`config.mk`:
```
export PLATFORM = sky130hd
export DESIGN_NAME = bgp_gate_protect
export DESIGN_NICKNAME = d
export VERILOG_FILES = /design/src/hw/bgp_pkg.sv /design/src/hw/bgp_window_cmp.sv /design/src/hw/bgp_dead_time.sv /design/src/hw/bgp_gate_protect.sv
export SDC_FILE = /design/constraint.sdc
export NUM_CORES = 1
export LEC_CHECK = 0
export BUFFER_PORTS_ARGS = -buffer_cell sky130_fd_sc_hd__buf_2
export CORE_MARGIN = 5
export CORE_UTILIZATION = 60
export DETAILED_ROUTE_END_ITERATION = 8
export GPL_TIMING_DRIVEN = 0
export MAX_ROUTING_LAYER = met4
export PLACE_DENSITY_LB_ADDON = 0.08
export REMOVE_ABC_BUFFERS = 1
export SYNTH_ARGS = -nofsm -noshare
export SYNTH_HDL_FRONTEND = slang
export SYNTH_SLANG_ARGS = --single-unit
```
`constraint.sdc`:
```
create_clock -name clk -period 2.2 [get_ports clk]
set_clock_uncertainty 0.05 [all_clocks]
set_input_delay 0.11 -clock clk [delete_from_list [all_inputs] [get_ports clk]]
set_output_delay 0.11 -clock clk [all_outputs]
set_load 0.02 [all_outputs]
```
`src/hw/bgp_pkg.sv`:
```
// Shared constants for the buck gate protection control block.
// Assumes a 200 MHz logic clock and a switching-cycle tick from the ramp oscillator.
package bgp_pkg;

  // ****************************************************************
  // Clock and timing
  // ****************************************************************
  localparam int CLK_MHZ = 200;
  localparam int DEAD_TIME_NSEC = 20;
  localparam int DEAD_CYC = (DEAD_TIME_NSEC * CLK_MHZ + 999) / 1000;
  localparam int BLANK_TIME_NSEC = 300;
  localparam int BLANK_CYC = (BLANK_TIME_NSEC * CLK_MHZ + 999) / 1000;
  localparam int SOFT_START_CYCLES = 2048;

  // ****************************************************************
  // Widths and counter limits
  // ****************************************************************
  localparam int LEVEL_W = 12;
  localparam int PROD_W = 20;
  localparam int SELECT_W = 5;
  localparam int DROP_W = 10;
  localparam int SS_W = 12;
  localparam int DT_W = 4;
  localparam int BLK_W = 7;
  localparam logic [SS_W-1:0] SS_LAST = SS_W'(SOFT_START_CYCLES - 1);
  localparam logic [DT_W-1:0] DT_LAST = DT_W'(DEAD_CYC - 1);
  localparam logic [BLK_W-1:0] BLK_LAST = BLK_W'(BLANK_CYC - 1);

  // ****************************************************************
  // Window limits in percent
  // ****************************************************************
  localparam int PCT_FULL = 100;
  localparam int PCT_FAST = 5;
  localparam int PCT_GOOD = 10;
  localparam int PCT_OVER = 15;

  // ****************************************************************
  // Converter states
  // ****************************************************************
  typedef enum logic [1:0] {
    ST_IDLE,
    ST_SOFT,
    ST_RUN,
    ST_OVLATCH
  } bgp_state_t;

endpackage

```
`src/hw/bgp_window_cmp.sv`:
```
// Window comparator of a sampled output level against a target level.
// Assumes both levels are sampled on clk and are in the same units.
`timescale 1ns/1ps
module bgp_window_cmp
  import bgp_pkg::*;
#(
  parameter int PCT = 5
) (
  // Clock and reset
  input wire logic clk,
  input wire logic rst_b,
  // Levels
  input wire logic [LEVEL_W-1:0] sampleLevel,
  input wire logic [LEVEL_W-1:0] targetLevel,
  // Results
  output logic aboveWindow_ff,
  output logic belowWindow_ff
);

  localparam logic [7:0] HI_MUL = 8'(PCT_FULL + PCT);
  localparam logic [7:0] LO_MUL = 8'(PCT_FULL - PCT);
  localparam logic [7:0] ONE_MUL = 8'(PCT_FULL);

  // Scaling both sides by percent keeps the thresholds exact.
  wire logic [PROD_W-1:0] scaledSample;
  wire logic [PROD_W-1:0] hiLimit;
  wire logic [PROD_W-1:0] loLimit;
  assign scaledSample = PROD_W'(sampleLevel) * PROD_W'(ONE_MUL);
  assign hiLimit = PROD_W'(targetLevel) * PROD_W'(HI_MUL);
  assign loLimit = PROD_W'(targetLevel) * PROD_W'(LO_MUL);

  always_ff @(posedge clk or negedge rst_b) begin
    if (!rst_b) begin
      aboveWindow_ff <= 1'b0;
      belowWindow_ff <= 1'b0;
    end else begin
      aboveWindow_ff <= scaledSample > hiLimit;
      belowWindow_ff <= scaledSample < loLimit;
    end
  end

endmodule

```
`src/hw/bgp_dead_time.sv`:
```
// Non-overlap interlock for the upper and lower switch drives.
// Assumes off-confirm inputs are high once the external gate is fully discharged.
`timescale 1ns/1ps
module bgp_dead_time
  import bgp_pkg::*;
(
  // Clock and reset
  input wire logic clk,
  input wire logic rst_b,
  // Requested drive state
  input wire logic upperReq,
  input wire logic lowerReq,
  // Gate off confirmation from the power stage
  input wire logic upperOffConfirm,
  input wire logic lowerOffConfirm,
  // Gate drives
  output logic upperSwitchDrive_ff,
  output logic lowerSwitchDrive_ff
);

  logic [DT_W-1:0] deadCnt_ff;
  logic [DT_W-1:0] nxt_deadCnt;

  // Dead time runs only while both drives are low and both gates read off.
  wire logic bothOff;
  wire logic deadDone;
  wire logic upperGo;
  wire logic lowerGo;
  assign bothOff = !upperSwitchDrive_ff && !lowerSwitchDrive_ff
                   && upperOffConfirm && lowerOffConfirm;
  assign deadDone = bothOff && (deadCnt_ff == DT_LAST);
  assign upperGo = upperReq && !lowerReq && deadDone;
  assign lowerGo = lowerReq && !upperReq && deadDone;
  assign nxt_deadCnt = !bothOff ? '0 : (deadDone ? deadCnt_ff : deadCnt_ff + 1'b1);

  always_ff @(posedge clk or negedge rst_b) begin
    if (!rst_b) begin
      deadCnt_ff <= '0;
    end else begin
      deadCnt_ff <= nxt_deadCnt;
    end
  end

  // Turn-off is immediate; turn-on waits for the other side and the dead time.
  always_ff @(posedge clk or negedge rst_b) begin
    if (!rst_b) begin
      upperSwitchDrive_ff <= 1'b0;
      lowerSwitchDrive_ff <= 1'b0;
    end else begin
      upperSwitchDrive_ff <= upperReq && (upperSwitchDrive_ff || upperGo);
      lowerSwitchDrive_ff <= lowerReq && (lowerSwitchDrive_ff || lowerGo);
    end
  end

endmodule

```
`src/hw/bgp_gate_protect.sv`:
```
// Gate sequencing and protection top for a synchronous buck controller.
// Assumes the ramp oscillator gives a one-cycle tick per switching cycle,
// the PWM comparator result and all sampled levels are synchronous to clk,
// and rst_b is the supply power-on reset.
//
// Function
// - Never turn a drive on before the other is off; insert about 20 nanoseconds dead time.
// - In regulation, gate on-times follow the error-amplifier versus ramp pulse train.
// - After soft start, flag fast under and over events outside plus or minus 5 percent of target.
// - During fast events bypass the loop: full duty on under, zero on over.
// - Output counts as good only within plus or minus 10 percent of target.
// - Hold the power-good flag low throughout soft start.
// - At soft start end assert power good if in range, then follow the monitor.
// - After soft start, latch over-voltage shutdown when output exceeds 115 percent.
// - In shutdown hold upper drive low, lower drive high, power good low.
// - Enable toggle or power-on reset clears the shutdown latch.
// - Releasing all selection inputs then reapplying a valid code clears the latch.
// - While upper switch is on, flag over-current when switch drop exceeds limit drop.
// - Ignore the over-current comparison for about 300 nanoseconds after each upper turn-on.
// - Over-current ends the upper pulse, turns lower on, until next cycle starts.
// - Soft start lasts 2,048 switching cycles before releasing the error amplifier.
// - Clearing the shutdown latch restarts with a fresh soft start.
// - During power-on reset hold all logic reset and both drives off.
// - Start soft start only when out of reset, enabled and code valid.
`timescale 1ns/1ps
module bgp_gate_protect
  import bgp_pkg::*;
(
  // Clock and power-on reset
  input wire logic clk,
  input wire logic rst_b,
  // Converter control
  input wire logic converterEnableInput,
  input wire logic [SELECT_W-1:0] voltageSelectCode,
  input wire logic selectReleased,
  // Loop and timing
  input wire logic pwmCompare,
  input wire logic cycleStart,
  // Sampled levels
  input wire logic [LEVEL_W-1:0] outputLevel,
  input wire logic [LEVEL_W-1:0] targetLevel,
  input wire logic [DROP_W-1:0] switchDrop,
  input wire logic [DROP_W-1:0] limitDrop,
  // Power stage feedback
  input wire logic upperOffConfirm,
  input wire logic lowerOffConfirm,
  // Gate drives
  output logic upperSwitchDrive,
  output logic lowerSwitchDrive,
  // Status
  output logic outputInRangeFlag,
  output logic overvoltageShutdownLatch,
  output logic fastUnderFlag,
  output logic fastOverFlag,
  output logic overCurrentFlag,
  output logic softStartActive,
  output logic errorAmpRelease,
  output logic [SELECT_W-1:0] activeSelectCode
);

  // ****************************************************************
  // Declarations
  // ****************************************************************
  bgp_state_t state_ff;
  bgp_state_t nxt_state;
  logic [SS_W-1:0] ssCnt_ff;
  logic [SS_W-1:0] nxt_ssCnt;
  logic [BLK_W-1:0] blankCnt_ff;
  logic [BLK_W-1:0] nxt_blankCnt;
  logic blankDone_ff;
  logic nxt_blankDone;
  logic ocCut_ff;
  logic nxt_ocCut;
  logic enablePrev_ff;
  logic releasedSeen_ff;
  logic nxt_releasedSeen;
  logic upperPrev_ff;
  logic inRange_ff;
  logic ovLatch_ff;
  logic fastUnder_ff;
  logic fastOver_ff;
  logic ocFlag_ff;
  logic ssActive_ff;
  logic eaRelease_ff;
  logic [SELECT_W-1:0] selCode_ff;
  logic fastAbove;
  logic fastBelow;
  logic goodAbove;
  logic goodBelow;
  logic ovAbove;
  logic upperReq;
  logic lowerReq;
  logic upperDriveQ;
  logic lowerDriveQ;

  // ****************************************************************
  // Window monitors
  // ****************************************************************
  bgp_window_cmp #(.PCT(PCT_FAST)) uFastWin (
    .clk(clk),
    .rst_b(rst_b),
    .sampleLevel(outputLevel),
    .targetLevel(targetLevel),
    .aboveWindow_ff(fastAbove),
    .belowWindow_ff(fastBelow)
  );

  bgp_window_cmp #(.PCT(PCT_GOOD)) uGoodWin (
    .clk(clk),
    .rst_b(rst_b),
    .sampleLevel(outputLevel),
    .targetLevel(targetLevel),
    .aboveWindow_ff(goodAbove),
    .belowWindow_ff(goodBelow)
  );

  bgp_window_cmp #(.PCT(PCT_OVER)) uOverWin (
    .clk(clk),
    .rst_b(rst_b),
    .sampleLevel(outputLevel),
    .targetLevel(targetLevel),
    .aboveWindow_ff(ovAbove),
    .belowWindow_ff()
  );

  // ****************************************************************
  // Start conditions and latch release
  // ****************************************************************
  wire logic codeValid;
  wire logic startOk;
  wire logic enableToggle;
  wire logic reapplied;
  wire logic latchClear;
  wire logic running;
  wire logic ssDone;
  assign codeValid = !selectReleased;
  assign startOk = converterEnableInput && codeValid;
  assign enableToggle = converterEnableInput != enablePrev_ff;
  assign reapplied = releasedSeen_ff && codeValid;
  assign latchClear = enableToggle || reapplied;
  assign running = state_ff == ST_RUN;
  assign ssDone = cycleStart && (ssCnt_ff == SS_LAST);

  // Release of the selection inputs is remembered only while latched.
  assign nxt_releasedSeen = (state_ff == ST_OVLATCH) && !reapplied
                            && (releasedSeen_ff || selectReleased);

  // ****************************************************************
  // State sequencing
  // ****************************************************************
  always_comb begin
    nxt_state = state_ff;
    unique case (state_ff)
      ST_IDLE: begin
        if (startOk) begin
          nxt_state = ST_SOFT;
        end
      end
      ST_SOFT: begin
        if (!startOk) begin
          nxt_state = ST_IDLE;
        end else if (ssDone) begin
          nxt_state = ST_RUN;
        end
      end
      ST_RUN: begin
        if (!startOk) begin
          nxt_state = ST_IDLE;
        end else if (ovAbove) begin
          nxt_state = ST_OVLATCH;
        end
      end
      ST_OVLATCH: begin
        if (latchClear) begin
          nxt_state = startOk ? ST_SOFT : ST_IDLE;
        end
      end
    endcase
  end

  // The soft-start counter is cleared on every entry to soft start.
  assign nxt_ssCnt = (state_ff != ST_SOFT) ? '0 : (cycleStart ? ssCnt_ff + 1'b1 : ssCnt_ff);

  always_ff @(posedge clk or negedge rst_b) begin
    if (!rst_b) begin
      state_ff <= ST_IDLE;
      ssCnt_ff <= '0;
      enablePrev_ff <= 1'b0;
      releasedSeen_ff <= 1'b0;
    end else begin
      state_ff <= nxt_state;
      ssCnt_ff <= nxt_ssCnt;
      enablePrev_ff <= converterEnableInput;
      releasedSeen_ff <= nxt_releasedSeen;
    end
  end

  // ****************************************************************
  // Over-current blanking and cutoff
  // ****************************************************************
  wire logic upperRise;
  wire logic ocCompare;
  wire logic ocTrip;
  assign upperRise = upperDriveQ && !upperPrev_ff;
  assign ocCompare = switchDrop > limitDrop;
  assign ocTrip = upperDriveQ && blankDone_ff && ocCompare;

  // Blanking restarts on each upper turn-on and is void while the switch is off.
  assign nxt_blankCnt = upperRise ? '0 : (blankDone_ff ? blankCnt_ff : blankCnt_ff + 1'b1);
  assign nxt_blankDone = upperDriveQ && !upperRise
                         && (blankDone_ff || blankCnt_ff == BLK_LAST);

  // A trip in the same cycle as a new cycle start still wins.
  assign nxt_ocCut = ocTrip || (ocCut_ff && !cycleStart);

  always_ff @(posedge clk or negedge rst_b) begin
    if (!rst_b) begin
      blankCnt_ff <= '0;
      blankDone_ff <= 1'b0;
      ocCut_ff <= 1'b0;
      upperPrev_ff <= 1'b0;
    end else begin
      blankCnt_ff <= nxt_blankCnt;
      blankDone_ff <= nxt_blankDone;
      ocCut_ff <= nxt_ocCut;
      upperPrev_ff <= upperDriveQ;
    end
  end

  // ****************************************************************
  // Drive demand in priority order
  // ****************************************************************
  wire logic regulating;
  wire logic fastUnderEvt;
  wire logic fastOverEvt;
  assign regulating = (state_ff == ST_SOFT) || running;
  assign fastUnderEvt = running && fastBelow;
  assign fastOverEvt = running && fastAbove;

  always_comb begin
    upperReq = 1'b0;
    lowerReq = 1'b0;
    if (state_ff == ST_OVLATCH) begin
      lowerReq = 1'b1;
    end else if (!regulating) begin
      lowerReq = 1'b0;
    end else if (ocTrip || ocCut_ff) begin
      lowerReq = 1'b1;
    end else if (fastUnderEvt) begin
      upperReq = 1'b1;
    end else if (fastOverEvt) begin
      lowerReq = 1'b1;
    end else begin
      upperReq = pwmCompare;
      lowerReq = !pwmCompare;
    end
  end

  bgp_dead_time uDeadTime (
    .clk(clk),
    .rst_b(rst_b),
    .upperReq(upperReq),
    .lowerReq(lowerReq),
    .upperOffConfirm(upperOffConfirm),
    .lowerOffConfirm(lowerOffConfirm),
    .upperSwitchDrive_ff(upperDriveQ),
    .lowerSwitchDrive_ff(lowerDriveQ)
  );

  assign upperSwitchDrive = upperDriveQ;
  assign lowerSwitchDrive = lowerDriveQ;

  // ****************************************************************
  // Status flags
  // ****************************************************************
  wire logic goodWindow;
  assign goodWindow = !goodAbove && !goodBelow;

  always_ff @(posedge clk or negedge rst_b) begin
    if (!rst_b) begin
      inRange_ff <= 1'b0;
      ovLatch_ff <= 1'b0;
      fastUnder_ff <= 1'b0;
      fastOver_ff <= 1'b0;
      ocFlag_ff <= 1'b0;
      ssActive_ff <= 1'b0;
      eaRelease_ff <= 1'b0;
      selCode_ff <= '0;
    end else begin
      inRange_ff <= (nxt_state == ST_RUN) && goodWindow;
      ovLatch_ff <= nxt_state == ST_OVLATCH;
      fastUnder_ff <= fastUnderEvt;
      fastOver_ff <= fastOverEvt;
      ocFlag_ff <= ocTrip;
      ssActive_ff <= nxt_state == ST_SOFT;
      eaRelease_ff <= nxt_state == ST_RUN;
      selCode_ff <= codeValid ? voltageSelectCode : selCode_ff;
    end
  end

  assign outputInRangeFlag = inRange_ff;
  assign overvoltageShutdownLatch = ovLatch_ff;
  assign fastUnderFlag = fastUnder_ff;
  assign fastOverFlag = fastOver_ff;
  assign overCurrentFlag = ocFlag_ff;
  assign softStartActive = ssActive_ff;
  assign errorAmpRelease = eaRelease_ff;
  assign activeSelectCode = selCode_ff;

endmodule

```
# Word level (Yosys, flattened, before mapping)
# Cells that the tools add are included.
[classes]
reduce_logical = 47
muxes = 24
n_mul = 6
n_eq_ne = 13
n_lt_le_gt_ge = 6
n_addsub = 3
[op_table]
columns = ["cell", "count"]
rows = [
  ["19-bit greater-than comparator", 3],
  ["12-bit by 7-bit multiplier with 19-bit output, second input constant", 3],
  ["19-bit less-than comparator", 2],
  ["12-bit by 6-bit multiplier with 18-bit output, second input constant", 2],
  ["1-bit logical AND", 25],
  ["12-bit 2-to-1 mux", 2],
  ["12-bit by 5-bit multiplier with 17-bit output, second input constant", 1],
  ["7-bit 2-to-1 mux", 2],
  ["12-bit by 1-bit adder with 12-bit output, second input constant", 1],
  ["12-bit by 11-bit == test with 1-bit output, second input constant", 1],
  ["1-bit logical NOT", 12],
  ["2-bit 2-to-1 mux", 6],
  ["1-bit 2-to-1 mux", 11],
  ["10-bit greater-than comparator", 1],
  ["2-bit == test, second input constant", 4],
  ["1-bit logical OR", 8],
  ["4-bit 2-to-1 mux", 2],
  ["2-bit case mux with 4 select lines", 1],
  ["7-bit by 1-bit adder with 7-bit output, second input constant", 1],
  ["7-bit by 6-bit == test with 1-bit output, second input constant", 1],
  ["4-bit by 1-bit adder with 4-bit output, second input constant", 1],
  ["2-bit by 1-bit == test with 1-bit output, second input constant", 2],
  ["4-bit by 2-bit == test with 1-bit output, second input constant", 1],
  ["2-bit by 1-bit inequality test with 1-bit output, second input constant", 2],
  ["4 further kinds", 4],
]
[totals]
out_inout_bits = 14
reg_bits = 49

# Longest topological paths before layout
# Gate-level depths: netlist of the first run.
[depth]
word_depth = 12
depth_mapped = 23

# Cells and area by module
# A second synthesis of the first run with hierarchy kept.
[hier_totals]
cells_unflattened = 1991
area_unflattened_um2 = 17842.1
[modules_own_cells]
columns = ["mod", "area_per_inst_um2", "cells_each", "instances"]
rows = [
  ["bgp_window_cmp (uFastWin)", 5509.0, 620, 1],
  ["bgp_window_cmp (uOverWin)", 5162.5, 591, 1],
  ["bgp_window_cmp (uGoodWin)", 4840.9, 559, 1],
  ["bgp_gate_protect", 2043.2, 197, 1],
  ["bgp_dead_time", 286.5, 24, 1],
]

# Least setup slack after synthesis of the first run
# No wires, ideal clock.
[synth_timing]
path_type = "input port to flip-flop"
start = "input port targetLevel[4]"
end = "register uOverWin.aboveWindow_ff"
arrival_ns = 4.730
required_time_ns = 2.068
path_buffers = 0
path_slack_ns = -2.662
stages = 22
path_cell_list = "inv_1 fa_1 inv_1 fa_1 ha_1 inv_1 fa_1 inv_1 ha_1 and4_1 a21bo_2 o21a_1 o21ai_0 o21ai_0 xnor2_1 ha_1 nand4_1 nor4_1 a221oi_1 o21ai_0 a31oi_1 a31oi_1"
[synth_between]
elab_chain_cells = 2
[synth_lines]
columns = ["item", "line", "text"]
rows = [
  ["start: declaration", "bgp_gate_protect.sv:41", "input wire logic [LEVEL_W-1:0] targetLevel,"],
  ["12-bit by 7-bit multiplier with 19-bit output", "bgp_window_cmp.sv:29", "assign hiLimit = PROD_W'(targetLevel) * PROD_W'(HI_MUL);"],
  ["19-bit greater-than comparator", "bgp_window_cmp.sv:37", "aboveWindow_ff <= scaledSample > hiLimit;"],
  ["end signal: assignment", "bgp_window_cmp.sv:37", ""],
  ["end: declaration", "bgp_window_cmp.sv:16", "output logic aboveWindow_ff,"],
]
# No other way between the ends.
# A chain may end at the register's enable or synchronous reset.

# Worst setup path after layout of the first run
[layout_timing]
start = "input port targetLevel[6]"
end = "register uOverWin.aboveWindow_ff"
# Same word-level chain as after synthesis.

==> results of run 1 <==
## worst max-delay path: stages
cell	delay, ns
buf_16	0.10
clkinvlp_4	0.10
buf_6	0.13
fa_2	0.57
inv_2	0.04
fa_1	0.45
ha_1	0.31
inv_2	0.04
fa_1	0.54
inv_2	0.05
ha_4	0.26
and4_4	0.21
a21bo_2	0.22
o21a_4	0.22
o21ai_2	0.12
o21ai_2	0.07
xnor2_1	0.12
ha_1	0.31
nand4_1	0.23
nor4_4	0.39
a221oi_2	0.12
o21ai_2	0.10
a31oi_1	0.06
a31oi_1	0.13
## cell type report
type	count	area [µm²]
multi-input combinational	1050	10800
timing repair buffer	120	912
tap	270	338
inverter	260	1000
sequential	49	1230
fill	1638	5920
clock buffer	7	143
## power by group
group          switching [µW]  leakage (µW)  internal (µW)
sequential                129      0.000638           1090
clock                     318     0.0000700            447
combinational            8860       0.00683           7470
total                    9310       0.00753           9010
## sequential cells by signal (all words and copies together), names as in the netlist, 2 cells and up
signal                cells
ssCnt_ff                 12
blankCnt_ff               7
activeSelectCode          5
uDeadTime.deadCnt_ff      4
state_ff                  2
## path summary, 6_finish.rpt
| kind | startpoint | end | slack [ns] | cells after the start |
|---|---|---|---|---|
| max in group asynchronous | rst_b | ssCnt_ff[6]$_DFFE_PN0P_ | 1.46 | 1 |
| max reg2reg | ssCnt_ff[0]$_DFFE_PN0P_ | outputInRangeFlag$_DFF_PN0_ | 0.26 | 7 |
| min | rst_b | blankCnt_ff[6]$_DFFE_PN0P_ | -0.03 | 1 |
| min in group clk | voltageSelectCode[0] | activeSelectCode[0]$_DFFE_PN0N_ | 0 | 2 |
| max | targetLevel[6] | uOverWin.aboveWindow_ff$_DFF_PN0_ | -2.66 | 24 |
| min reg2reg | uGoodWin.aboveWindow_ff$_DFF_PN0_ | outputInRangeFlag$_DFF_PN0_ | 0.36 | 1 |
## layout by cell type (no fill, tap or decap), types with 5 or more instances in the layout
master	instances
nor2_1	44
nor3_1	10
ha_2	6
fa_1	100
buf_2	56
o21bai_1	9
nand2_1	43
o21ai_2	10
a21o_1	60
ha_4	22
dfrtp_1	49
o211ai_1	5
xnor2_1	51
nand4_1	28
inv_1	237
xor2_1	38
buf_6	11
nor2b_1	15
fa_2	11
and2_1	12
clkbuf_16	5
nand2b_1	8
o21a_1	14
a31oi_1	10
inv_2	16
a21oi_1	77
o21ai_0	39
ha_1	280
clkinvlp_4	6
nand3_1	24
a21oi_2	12
buf_4	44
o21ai_1	6
mux2_2	6
## per-stage QoR
stage                     hold slack [ns]  setup WS, ns  util (%)
after floorplan                    -0.236         -2.66         -
after global placement              0.227         -4.10      64.5
after detailed placement            0.235         -4.10      64.5
after CTS                        0.000476         -2.62      69.5
after global routing              0.00774         -2.81      71.0
final                             -0.0318         -2.66      71.0
## cells by family (layout without fill, tap and decap cells)
group | after synthesis | in the layout | synth area share (%)
simple gates | 225 | 225 | 9.64
xor+xnor | 90 | 90 | 6.31
buf+inv | 270 | 387 | 8.13
mux | 9 | 9 | 0.781
flops | 49 | 49 | 9.82
fa+ha+maj | 419 | 419 | 48.6
compound gates | 307 | 307 | 16.7
## metal layers
metal	up-vias	part of all wire, %
met5	-	0
met4	0	2.3
met3	38	3.8
met2	216	49
met1	4868	45
li1	4965	-
## what timing repair did
item	CTS	global route
resized for setup	127	56
pin swaps	52	42
setup endpoints to repair	5	5
hold buffers	2	0
hold endpoints to repair	2	0
buffers inserted	37	11
cloned	0	0
==> flow_metrics.tcl, run 1 <==
set metrics [dict create \
    numClockSinks 49 \
    postSynth.asyncResetShare_pct 100 \
    globalRouteMet2Util_pct 44.2 \
    routed_wl_um 30500 \
    grt_util_met1_pct 34.6 \
    route.antenna.remaining_nets 0 \
    maxClockFrequency_ghz 0.206 \
    required_worst_endpoint_ns 2.36 \
    antenna_found_initial 1 \
    cp_data_arrival_time_ns 5.02 \
    synth_edf_count 0 \
    nNetsFinal 1962 \
    max_cap_violations 0 \
    timing.final.max_slew_violations 0 \
    accumulated_negative_setup_slack_ns -11.75 \
    power.static_leakage_uw 0.00753 \
    via_count 10087 \
    final.setup.worst_slack_ns -2.66 \
    detail_route.first_pass.iterations 5 \
    max_fo_critical_path 3 \
    die-width_um 154 \
    chipHeight_um 154 \
    hpwlAfterDp_um 24500 \
    detailedRoute.firstIterationViolations 509 \
    ctsLongestPathBuffers 2 \
    setup_viol 5 \
    seq_area_frac_synth_pct 9.82 \
    met3_usage_pct 1.90 \
    dpl_cell_area_um2 13100 \
    post_drt_wl_per_cell_um 17.4 \
    endpoint_class_of_the_critical_path "flip-flop" \
    remaining_drc_errors 0 \
    route.detailed.vias_per_inst 5.74 \
    pwr_cell_area_nw_per_um2 1270 \
    most_used_standard_cells_in_the_synthesized_netlist "ha_1, inv_1, fa_1" \
    worst_setup_hold_path_clk_slew_ns 0.06 \
    fin_area_um2 14400 \
    worstSetupStartpointType "primary input" \
    grt_pass1_wl_um 49600 \
    port_buffers 70 \
    synth.avg_cell_area_um2 9.12 \
    synthTopCellsByArea "ha_1, fa_1, dfrtp_1, inv_1, a21o_1" \
    area.growth.synth_to_final_pct 15.7 \
    clockRootBuffer "clkbuf_16" \
    post_synth_instance_area_um2 12500 \
    status "complete, but fails checks" \
    pin_count_of_the_biggest_net_entering_global_routing 50 \
    ir_drop_mv 0.760 \
    grt_remaining_overflow 0 \
    worst_slew_pin_slew_ns 1.08 \
    min-delay-path-class "primary input to asynchronous set/reset pin" \
    boundary_pin_count 71 \
    postSynthCellCount 1369 \
    dp_cells 1699 \
    slew-limit-headroom_pct 27.9 \
    vias_in_the_first_global_route 10015 \
    fp.coreArea_um2 20400 \
    insertedDiodeCount 0 \
    synth.most_common_cell "ha_1" \
    synthDistinctLibCells 78 \
    synth_seq_cells 49 \
    failed_checks "hold timing, setup timing" \
    final_cell_count_no_fill 1756 \
    setup.worst_path.class "primary input to flip-flop" \
    start_util_pct 61.3 \
    report.final.hold_viol_count 43 \
    grt-busiest-layer "met2" \
    placementRows 52 \
    yosysWarningCount 0 \
    hold_ws_ns -0.0318 \
    netlist.area_leader.share_pct 30.9 \
    globalRouteTotalUtil_pct 26.2 \
    clock_tree_from_tritoncts "done" \
    design_power_total_uw 18300 \
    gp_congestion 0.975 \
    period_needed_ns 4.86 \
    tritoncts.num_buffers 5 \
    layout_worst_path_cycle_share_pct 221 \
    grt_setup_unrepaired "yes" \
    post_route_cells_drive_above_1_share_pct 18.0 \
    die-area_um2 23800 \
    yosysTopAreaCell "ha_1" \
    worst_skew_pair.late_latency_ns 0.29 \
    cts_max_level 2 \
    synth_top_flop_cell "dfrtp_1" \
]
(Power assumes the default switching activity.)
==> run 2, diff against run 1 <==
Settings changed: CORE_ASPECT_RATIO set to 1.2.
==> run 2 against run 1 <==
The run ends with setup timing left. First-iteration DRC count decreased by 11%. Global-route usage decreased by 0.087 points. Hold slack better by 0.037 ns. Clock power hardly changed. Maximum frequency is 0.39% lower. Utilization grew 1.3 points. Count of clock-buffer cells in the layout decreased by 1. Sequential share of layout area decreased by 0.16 points. Critical path type unchanged. Critical endpoint unchanged.
==> flow_metrics.tcl, run 2 (synthesis results as in run 1) <==
set metrics [dict create \
    p_sw_share_pct 50.1 \
    cell_internal_pwr_uw 9380 \
    pwr_cell_area_nw_per_um2 1280 \
    ctsLongestPathBuffers 2 \
    vias_in_the_first_global_route 10028 \
    cp_data_arrival_time_ns 5.01 \
    via_count 10170 \
    pin_count_of_the_biggest_net_entering_global_routing 50 \
    final_cell_count_no_fill 1761 \
    grt_pass1_wl_um 49200 \
    area.growth.synth_to_final_pct 18.0 \
    die-width_um 142 \
    start_util_pct 61.2 \
    max_fo_critical_path 6 \
    max_cap_violations 0 \
    largest_register_ffs 12 \
    clockPowerShare_pct 4.1 \
    die-area_um2 23800 \
    grt_setup_unrepaired "yes" \
    nNetsFinal 1972 \
    cts_max_level 2 \
    comb_power_share_pct 89.5 \
    layout_worst_path_cycle_share_pct 222 \
    fp.coreArea_um2 20400 \
    remaining_drc_errors 0 \
    hpwlAfterDp_um 24600 \
    chipHeight_um 168 \
    period_needed_ns 4.88 \
    numClockSinks 49 \
    report.final.hold_viol_count 0 \
    largest-register "ssCnt_ff" \
    gp_congestion 0.919 \
    endpoint_class_of_the_critical_path "flip-flop" \
    port_buffers 70 \
    failed_checks "setup timing" \
    setup_viol 5 \
    grt_remaining_overflow 0 \
    slew-limit-headroom_pct 29.3 \
    power.net_switching_uw 9430 \
    routed_wl_um 31000 \
    min-delay-path-class "primary input to flip-flop" \
    ir_drop_mv 0.902 \
    insertedDiodeCount 0 \
    maxClockFrequency_ghz 0.205 \
    route.antenna.remaining_nets 0 \
    final.setup.worst_slack_ns -2.68 \
    boundary_pin_count 71 \
    worst_setup_hold_path_clk_slew_ns 0.06 \
    required_worst_endpoint_ns 2.33 \
    clock_tree_from_tritoncts "done" \
    worstSetupStartpointType "primary input" \
    worst_skew_pair.late_latency_ns 0.29 \
    final_common_cell "ha_1" \
    timing.final.max_slew_violations 0 \
    tritoncts.num_buffers 5 \
    setup.worst_path.class "primary input to flip-flop" \
    antenna_found_initial 0 \
    pre_cts_ws_ns -3.94 \
    clockRootBuffer "clkbuf_16" \
    post_route_cells_drive_above_1_share_pct 19.3 \
    detail_route.first_pass.iterations 6 \
    delay_of_the_slowest_cell_on_the_worst_path_ns 0.52 \
    filler_cell_count 1593 \
    power.static_leakage_uw 0.00760 \
    p_seq_share_pct 6.4 \
    slowest_stage "fa_2" \
    globalRouteTotalUtil_pct 26.1 \
    route.detailed.vias_per_inst 5.78 \
    detailedRoute.firstIterationViolations 451 \
    crit_path_cell_trace "buf_12 -> clkinvlp_4 -> buf_6 -> fa_2 -> inv_2 -> fa_1 -> ha_1 -> inv_1 -> fa_1 -> inv_1 -> ha_4 -> a21o_1 -> a21o_1 -> a31oi_4 -> o211ai_1 -> a311o_1 -> ha_1 -> nand4_1 -> nor4_4 -> a221oi_2 -> o21ai_1 -> a31oi_1 -> a31oi_1" \
    dp_cells 1694 \
    placementRows 57 \
    post_drt_wl_per_cell_um 17.6 \
    worst_slew_pin_slew_ns 1.05 \
    final_cell_mix "ha_1, inv_1, fa_1" \
    status "complete, but fails checks" \
]
run 2: worst paths after layout:
kind	start	to	slack, ns	cells past startpoint
min in group asynchronous	rst_b	blankCnt_ff[2]$_DFFE_PN0P_	0.49	2
worst max-delay path	targetLevel[5]	uOverWin.aboveWindow_ff$_DFF_PN0_	-2.68	23
worst max register to register	ssCnt_ff[0]$_DFFE_PN0P_	outputInRangeFlag$_DFF_PN0_	0.27	7
worst min-delay path	voltageSelectCode[0]	activeSelectCode[0]$_DFFE_PN0N_	0.005	2
max in group asynchronous	rst_b	state_ff[1]$_DFF_PN0_	0.96	2
worst min register to register	uGoodWin.aboveWindow_ff$_DFF_PN0_	outputInRangeFlag$_DFF_PN0_	0.38	1
run 2: timing repair:
| item | 4_1_cts | 5_1_grt |
|---|---|---|
| pin swaps | 53 | 44 |
| setup buffers | 45 | 13 |
| hold buffers | 2 | 0 |
| hold endpoints to repair | 8 | 0 |
| gates resized for setup | 126 | 85 |
| setup endpoints to repair | 5 | 5 |
run 2: per-layer routing:
metal,part of all wire [%],track usage (%)
met1,42,32.0
met2,52,47.4
met3,3.5,1.11
met4,2.7,6.05
met5,0,-
run 2: critical path, delay by kind of cell:
kind                       cells  cell delay [ns]
adders and majority gates      6             2.33
AOI/OAI and AO/OA              9             1.55
buffers and inverters          6             0.55
and+or+nand+nor                2             0.47
run 2: cell type report:
class | instances | area (µm²) | area share, %
Multi-Input combinational cell | 1050 | 11000 | 74.8
Clock buffer | 6 | 139 | 0.943
Timing Repair Buffer | 130 | 1010 | 6.85
Sequential cell | 49 | 1230 | 8.32
Inverter | 260 | 998 | 6.78
Tap cell | 265 | 332 | 2.25
Clock inverter | 1 | 7.51 | 0.0509
run 2: power by group through the flow:
stage / Sequential, µW / Combinational, µW / Clock, µW
after floorplan: 1260 / 10600 / 0
after global placement: 1230 / 13400 / 0
after detailed placement: 1230 / 13700 / 0
after CTS: 1210 / 15400 / 773
after global routing: 1230 / 18700 / 805
final: 1210 / 16800 / 762
run 2: through the flow:
step | setup TNS (ns) | cell area, µm² | power, µW | utilization, % | hold WS (ns)
CTS | -11.62 | 14200 | 17400 | 69.7 | 0.00490
detailed placement | -16.57 | 13100 | 14900 | 64.4 | 0.233
global route | -12.23 | 14700 | 20800 | 72.2 | 0.00954
floorplan | -11.21 | 12400 | 11900 | - | -0.236
global placement | -16.40 | 13100 | 14600 | 64.4 | 0.227
finish | -11.59 | 14700 | 18800 | 72.2 | 0.00537
==> run 3, diff against run 2 <==
Settings changed: GPL_TIMING_DRIVEN 0 to not set, RECOVER_POWER set to 25.
==> run 3 against run 2 <==
The run still ends with setup timing left. Critical path depth rose by 1. Global-route usage grew 6.3 points. Utilization rose by 13 points. Final cell count grew 18%. Power increased by 24%. Count of clock-buffer cells in the layout up 1. Final area is 18% higher. Register-to-register slack lost 0.10 ns. Flip-flop and latch count is the same. Hold slack improved by 0.00084 ns. Critical path type unchanged. Largest cell class unchanged. Largest power group unchanged.
==> flow_metrics.tcl, run 3 (synthesis results as in run 1) <==
set metrics [dict create \
    status "complete, but fails checks" \
    failed_checks "setup timing" \
    ir_drop_mv 1.20 \
    final.setup.worst_slack_ns -2.61 \
    grt_setup_unrepaired "yes" \
    layout_worst_path_cycle_share_pct 219 \
    layout.core_utilization_pct 85.1 \
    grt_pass1_wl_um 60500 \
    post_drt_wl_per_cell_um 19.0 \
    endpoint "uOverWin.aboveWindow_ff$_DFF_PN0_" \
    reg2reg_setup_slack_ns 0.17 \
    boundary_pin_count 71 \
    report.final.hold_viol_count 0 \
    tritoncts.num_buffers 5 \
    vias_in_the_first_global_route 12661 \
    setup.worst_path.class "primary input to flip-flop" \
    detailedRoute.firstIterationViolations 674 \
    largest-register "ssCnt_ff" \
    worstReg2RegStart "ssCnt_ff[0]$_DFFE_PN0P_" \
    pin_count_of_the_biggest_net_entering_global_routing 40 \
    via_count 12055 \
    power.static_leakage_uw 0.00922 \
    final_cell_count_no_fill 2083 \
    numClockSinks 49 \
    cp_data_arrival_time_ns 4.93 \
    endpoint_class_of_the_critical_path "flip-flop" \
    pwr_cell_area_nw_per_um2 1350 \
    period_needed_ns 4.81 \
    worst_skew_pair.late_latency_ns 0.29 \
    placementRows 57 \
    worstSetupStartpointType "primary input" \
    routed_wl_um 39500 \
    setup_viol 5 \
    route.detailed.vias_per_inst 5.79 \
    final_cell_mix "buf_4, ha_1, inv_1" \
    route.antenna.remaining_nets 0 \
    largest_register_ffs 12 \
    ctsLongestPathBuffers 2 \
    insertedDiodeCount 0 \
    maxClockFrequency_ghz 0.208 \
    min-delay-path-class "primary input to flip-flop" \
    dp_cells 2030 \
    grt_remaining_overflow 0 \
    pre_cts_ws_ns -3.30 \
    max_cap_violations 0 \
    design_power_total_uw 23400 \
    die-width_um 142 \
    die-area_um2 23800 \
    clock_tree_from_tritoncts "done" \
    required_worst_endpoint_ns 2.32 \
    fp.coreArea_um2 20400 \
    timing.final.max_slew_violations 0 \
    post_route_cells_drive_above_1_share_pct 34.2 \
    max_fo_critical_path 4 \
    chipHeight_um 168 \
    port_buffers 70 \
    slew-limit-headroom_pct 49.1 \
    r2r_cells 7 \
    globalRouteTotalUtil_pct 32.4 \
    start_util_pct 61.2 \
    worstHoldStart "voltageSelectCode[1]" \
    detail_route.first_pass.iterations 5 \
    worst_setup_hold_path_clk_slew_ns 0.07 \
    clockRootBuffer "clkbuf_16" \
    area.growth.synth_to_final_pct 39.0 \
    final_common_cell "buf_4" \
    cts_max_level 2 \
    nNetsFinal 2293 \
    gp_congestion 0.959 \
    worst_r2r_endpoint "outputInRangeFlag$_DFF_PN0_" \
    worst_slew_pin_slew_ns 0.761 \
    crit_start "targetLevel[5]" \
    antenna_found_initial 0 \
    hpwlAfterDp_um 30400 \
    remaining_drc_errors 0 \
]
run 3: cell types whose count changed in the layout (fill, tap and decap cells not counted), moves of 3 or more:
cell / previous run / this run
clkbuf_1: 0 / 11
ha_4: 34 / 39
buf_2: 55 / 50
inv_1: 238 / 234
buf_12: 4 / 13
ha_1: 267 / 264
buf_6: 11 / 16
inv_2: 16 / 22
a21oi_1: 76 / 66
buf_16: 3 / 0
clkinvlp_4: 7 / 0
o21ai_1: 8 / 5
buf_4: 53 / 356
a21oi_2: 13 / 22
run 3: per-layer routing:
layer,share of wire [%],up-vias,global-route usage (%)
met5,0,-,-
met4,8.5,0,18.2
met3,4.3,211,1.84
met2,51,463,58.0
met1,37,5741,35.6
li1,-,5640,-
run 3: cell type report:
class / instances / area, µm²
clock buffer: 7 / 153
clock inverter: 1 / 5.00
fill: 1141 / 3040
inverter: 260 / 993
multi-input combinational: 1050 / 11200
sequential: 49 / 1230
tap: 265 / 332
timing repair buffer: 451 / 3470
run 3: through the flow:
stage          setup TNS, ns  area, µm²  hold slack (ns)
2_1_floorplan         -11.21      12400           -0.236
3_3_place_gp          -14.15      15700          -0.0586
3_5_place_dp          -14.68      15700          -0.0559
4_1_cts               -11.53      16800          0.00603
5_1_grt               -12.72      17400           0.0131
6_report              -11.90      17400          0.00620
run 3: how the worst min path moves through the flow:
| stage | end | depth (start not counted) |
|---|---|---|
| floorplan | activeSelectCode[0]$_DFFE_PN0N_ | 0 |
| detailed placement | upperPrev_ff$_DFF_PN0_ | 1 |
| CTS | activeSelectCode[4]$_DFFE_PN0N_ | 2 |
| finish | activeSelectCode[1]$_DFFE_PN0N_ | 2 |
| global placement | upperPrev_ff$_DFF_PN0_ | 1 |
| global route | activeSelectCode[1]$_DFFE_PN0N_ | 2 |
run 3: repair_timing:
action	CTS	global route
resized for setup	138	92
hold endpoints to repair	11	0
pin swaps	106	107
cloned	0	0
endpoints found under the setup margin	5	5
setup buffers	29	15
hold buffers	2	0
run 3: worst max-delay path, cell delays in order:
cell and delay [ns]:
buf_12 0.09, inv_6 0.03, buf_6 0.10, fa_1 0.49, inv_2 0.06, fa_1 0.47
ha_1 0.33, inv_2 0.05, fa_1 0.55, inv_2 0.07, ha_4 0.22, a211o_1 0.29
a221oi_4 0.23, o21a_1 0.24, buf_4 0.13, a21oi_2 0.04, xnor2_1 0.12, ha_1 0.29
a21o_1 0.16, a21o_1 0.19, a221oi_2 0.31, o21ai_2 0.12, a31oi_1 0.16, a31oi_1 0.05
run 3: report_power, final:
part           internal [µW]  total (µW)  switching, µW
sequential              1090        1230            134
clock                    482         816            334
combinational          10600       21300          10700
total                  12200       23400          11200
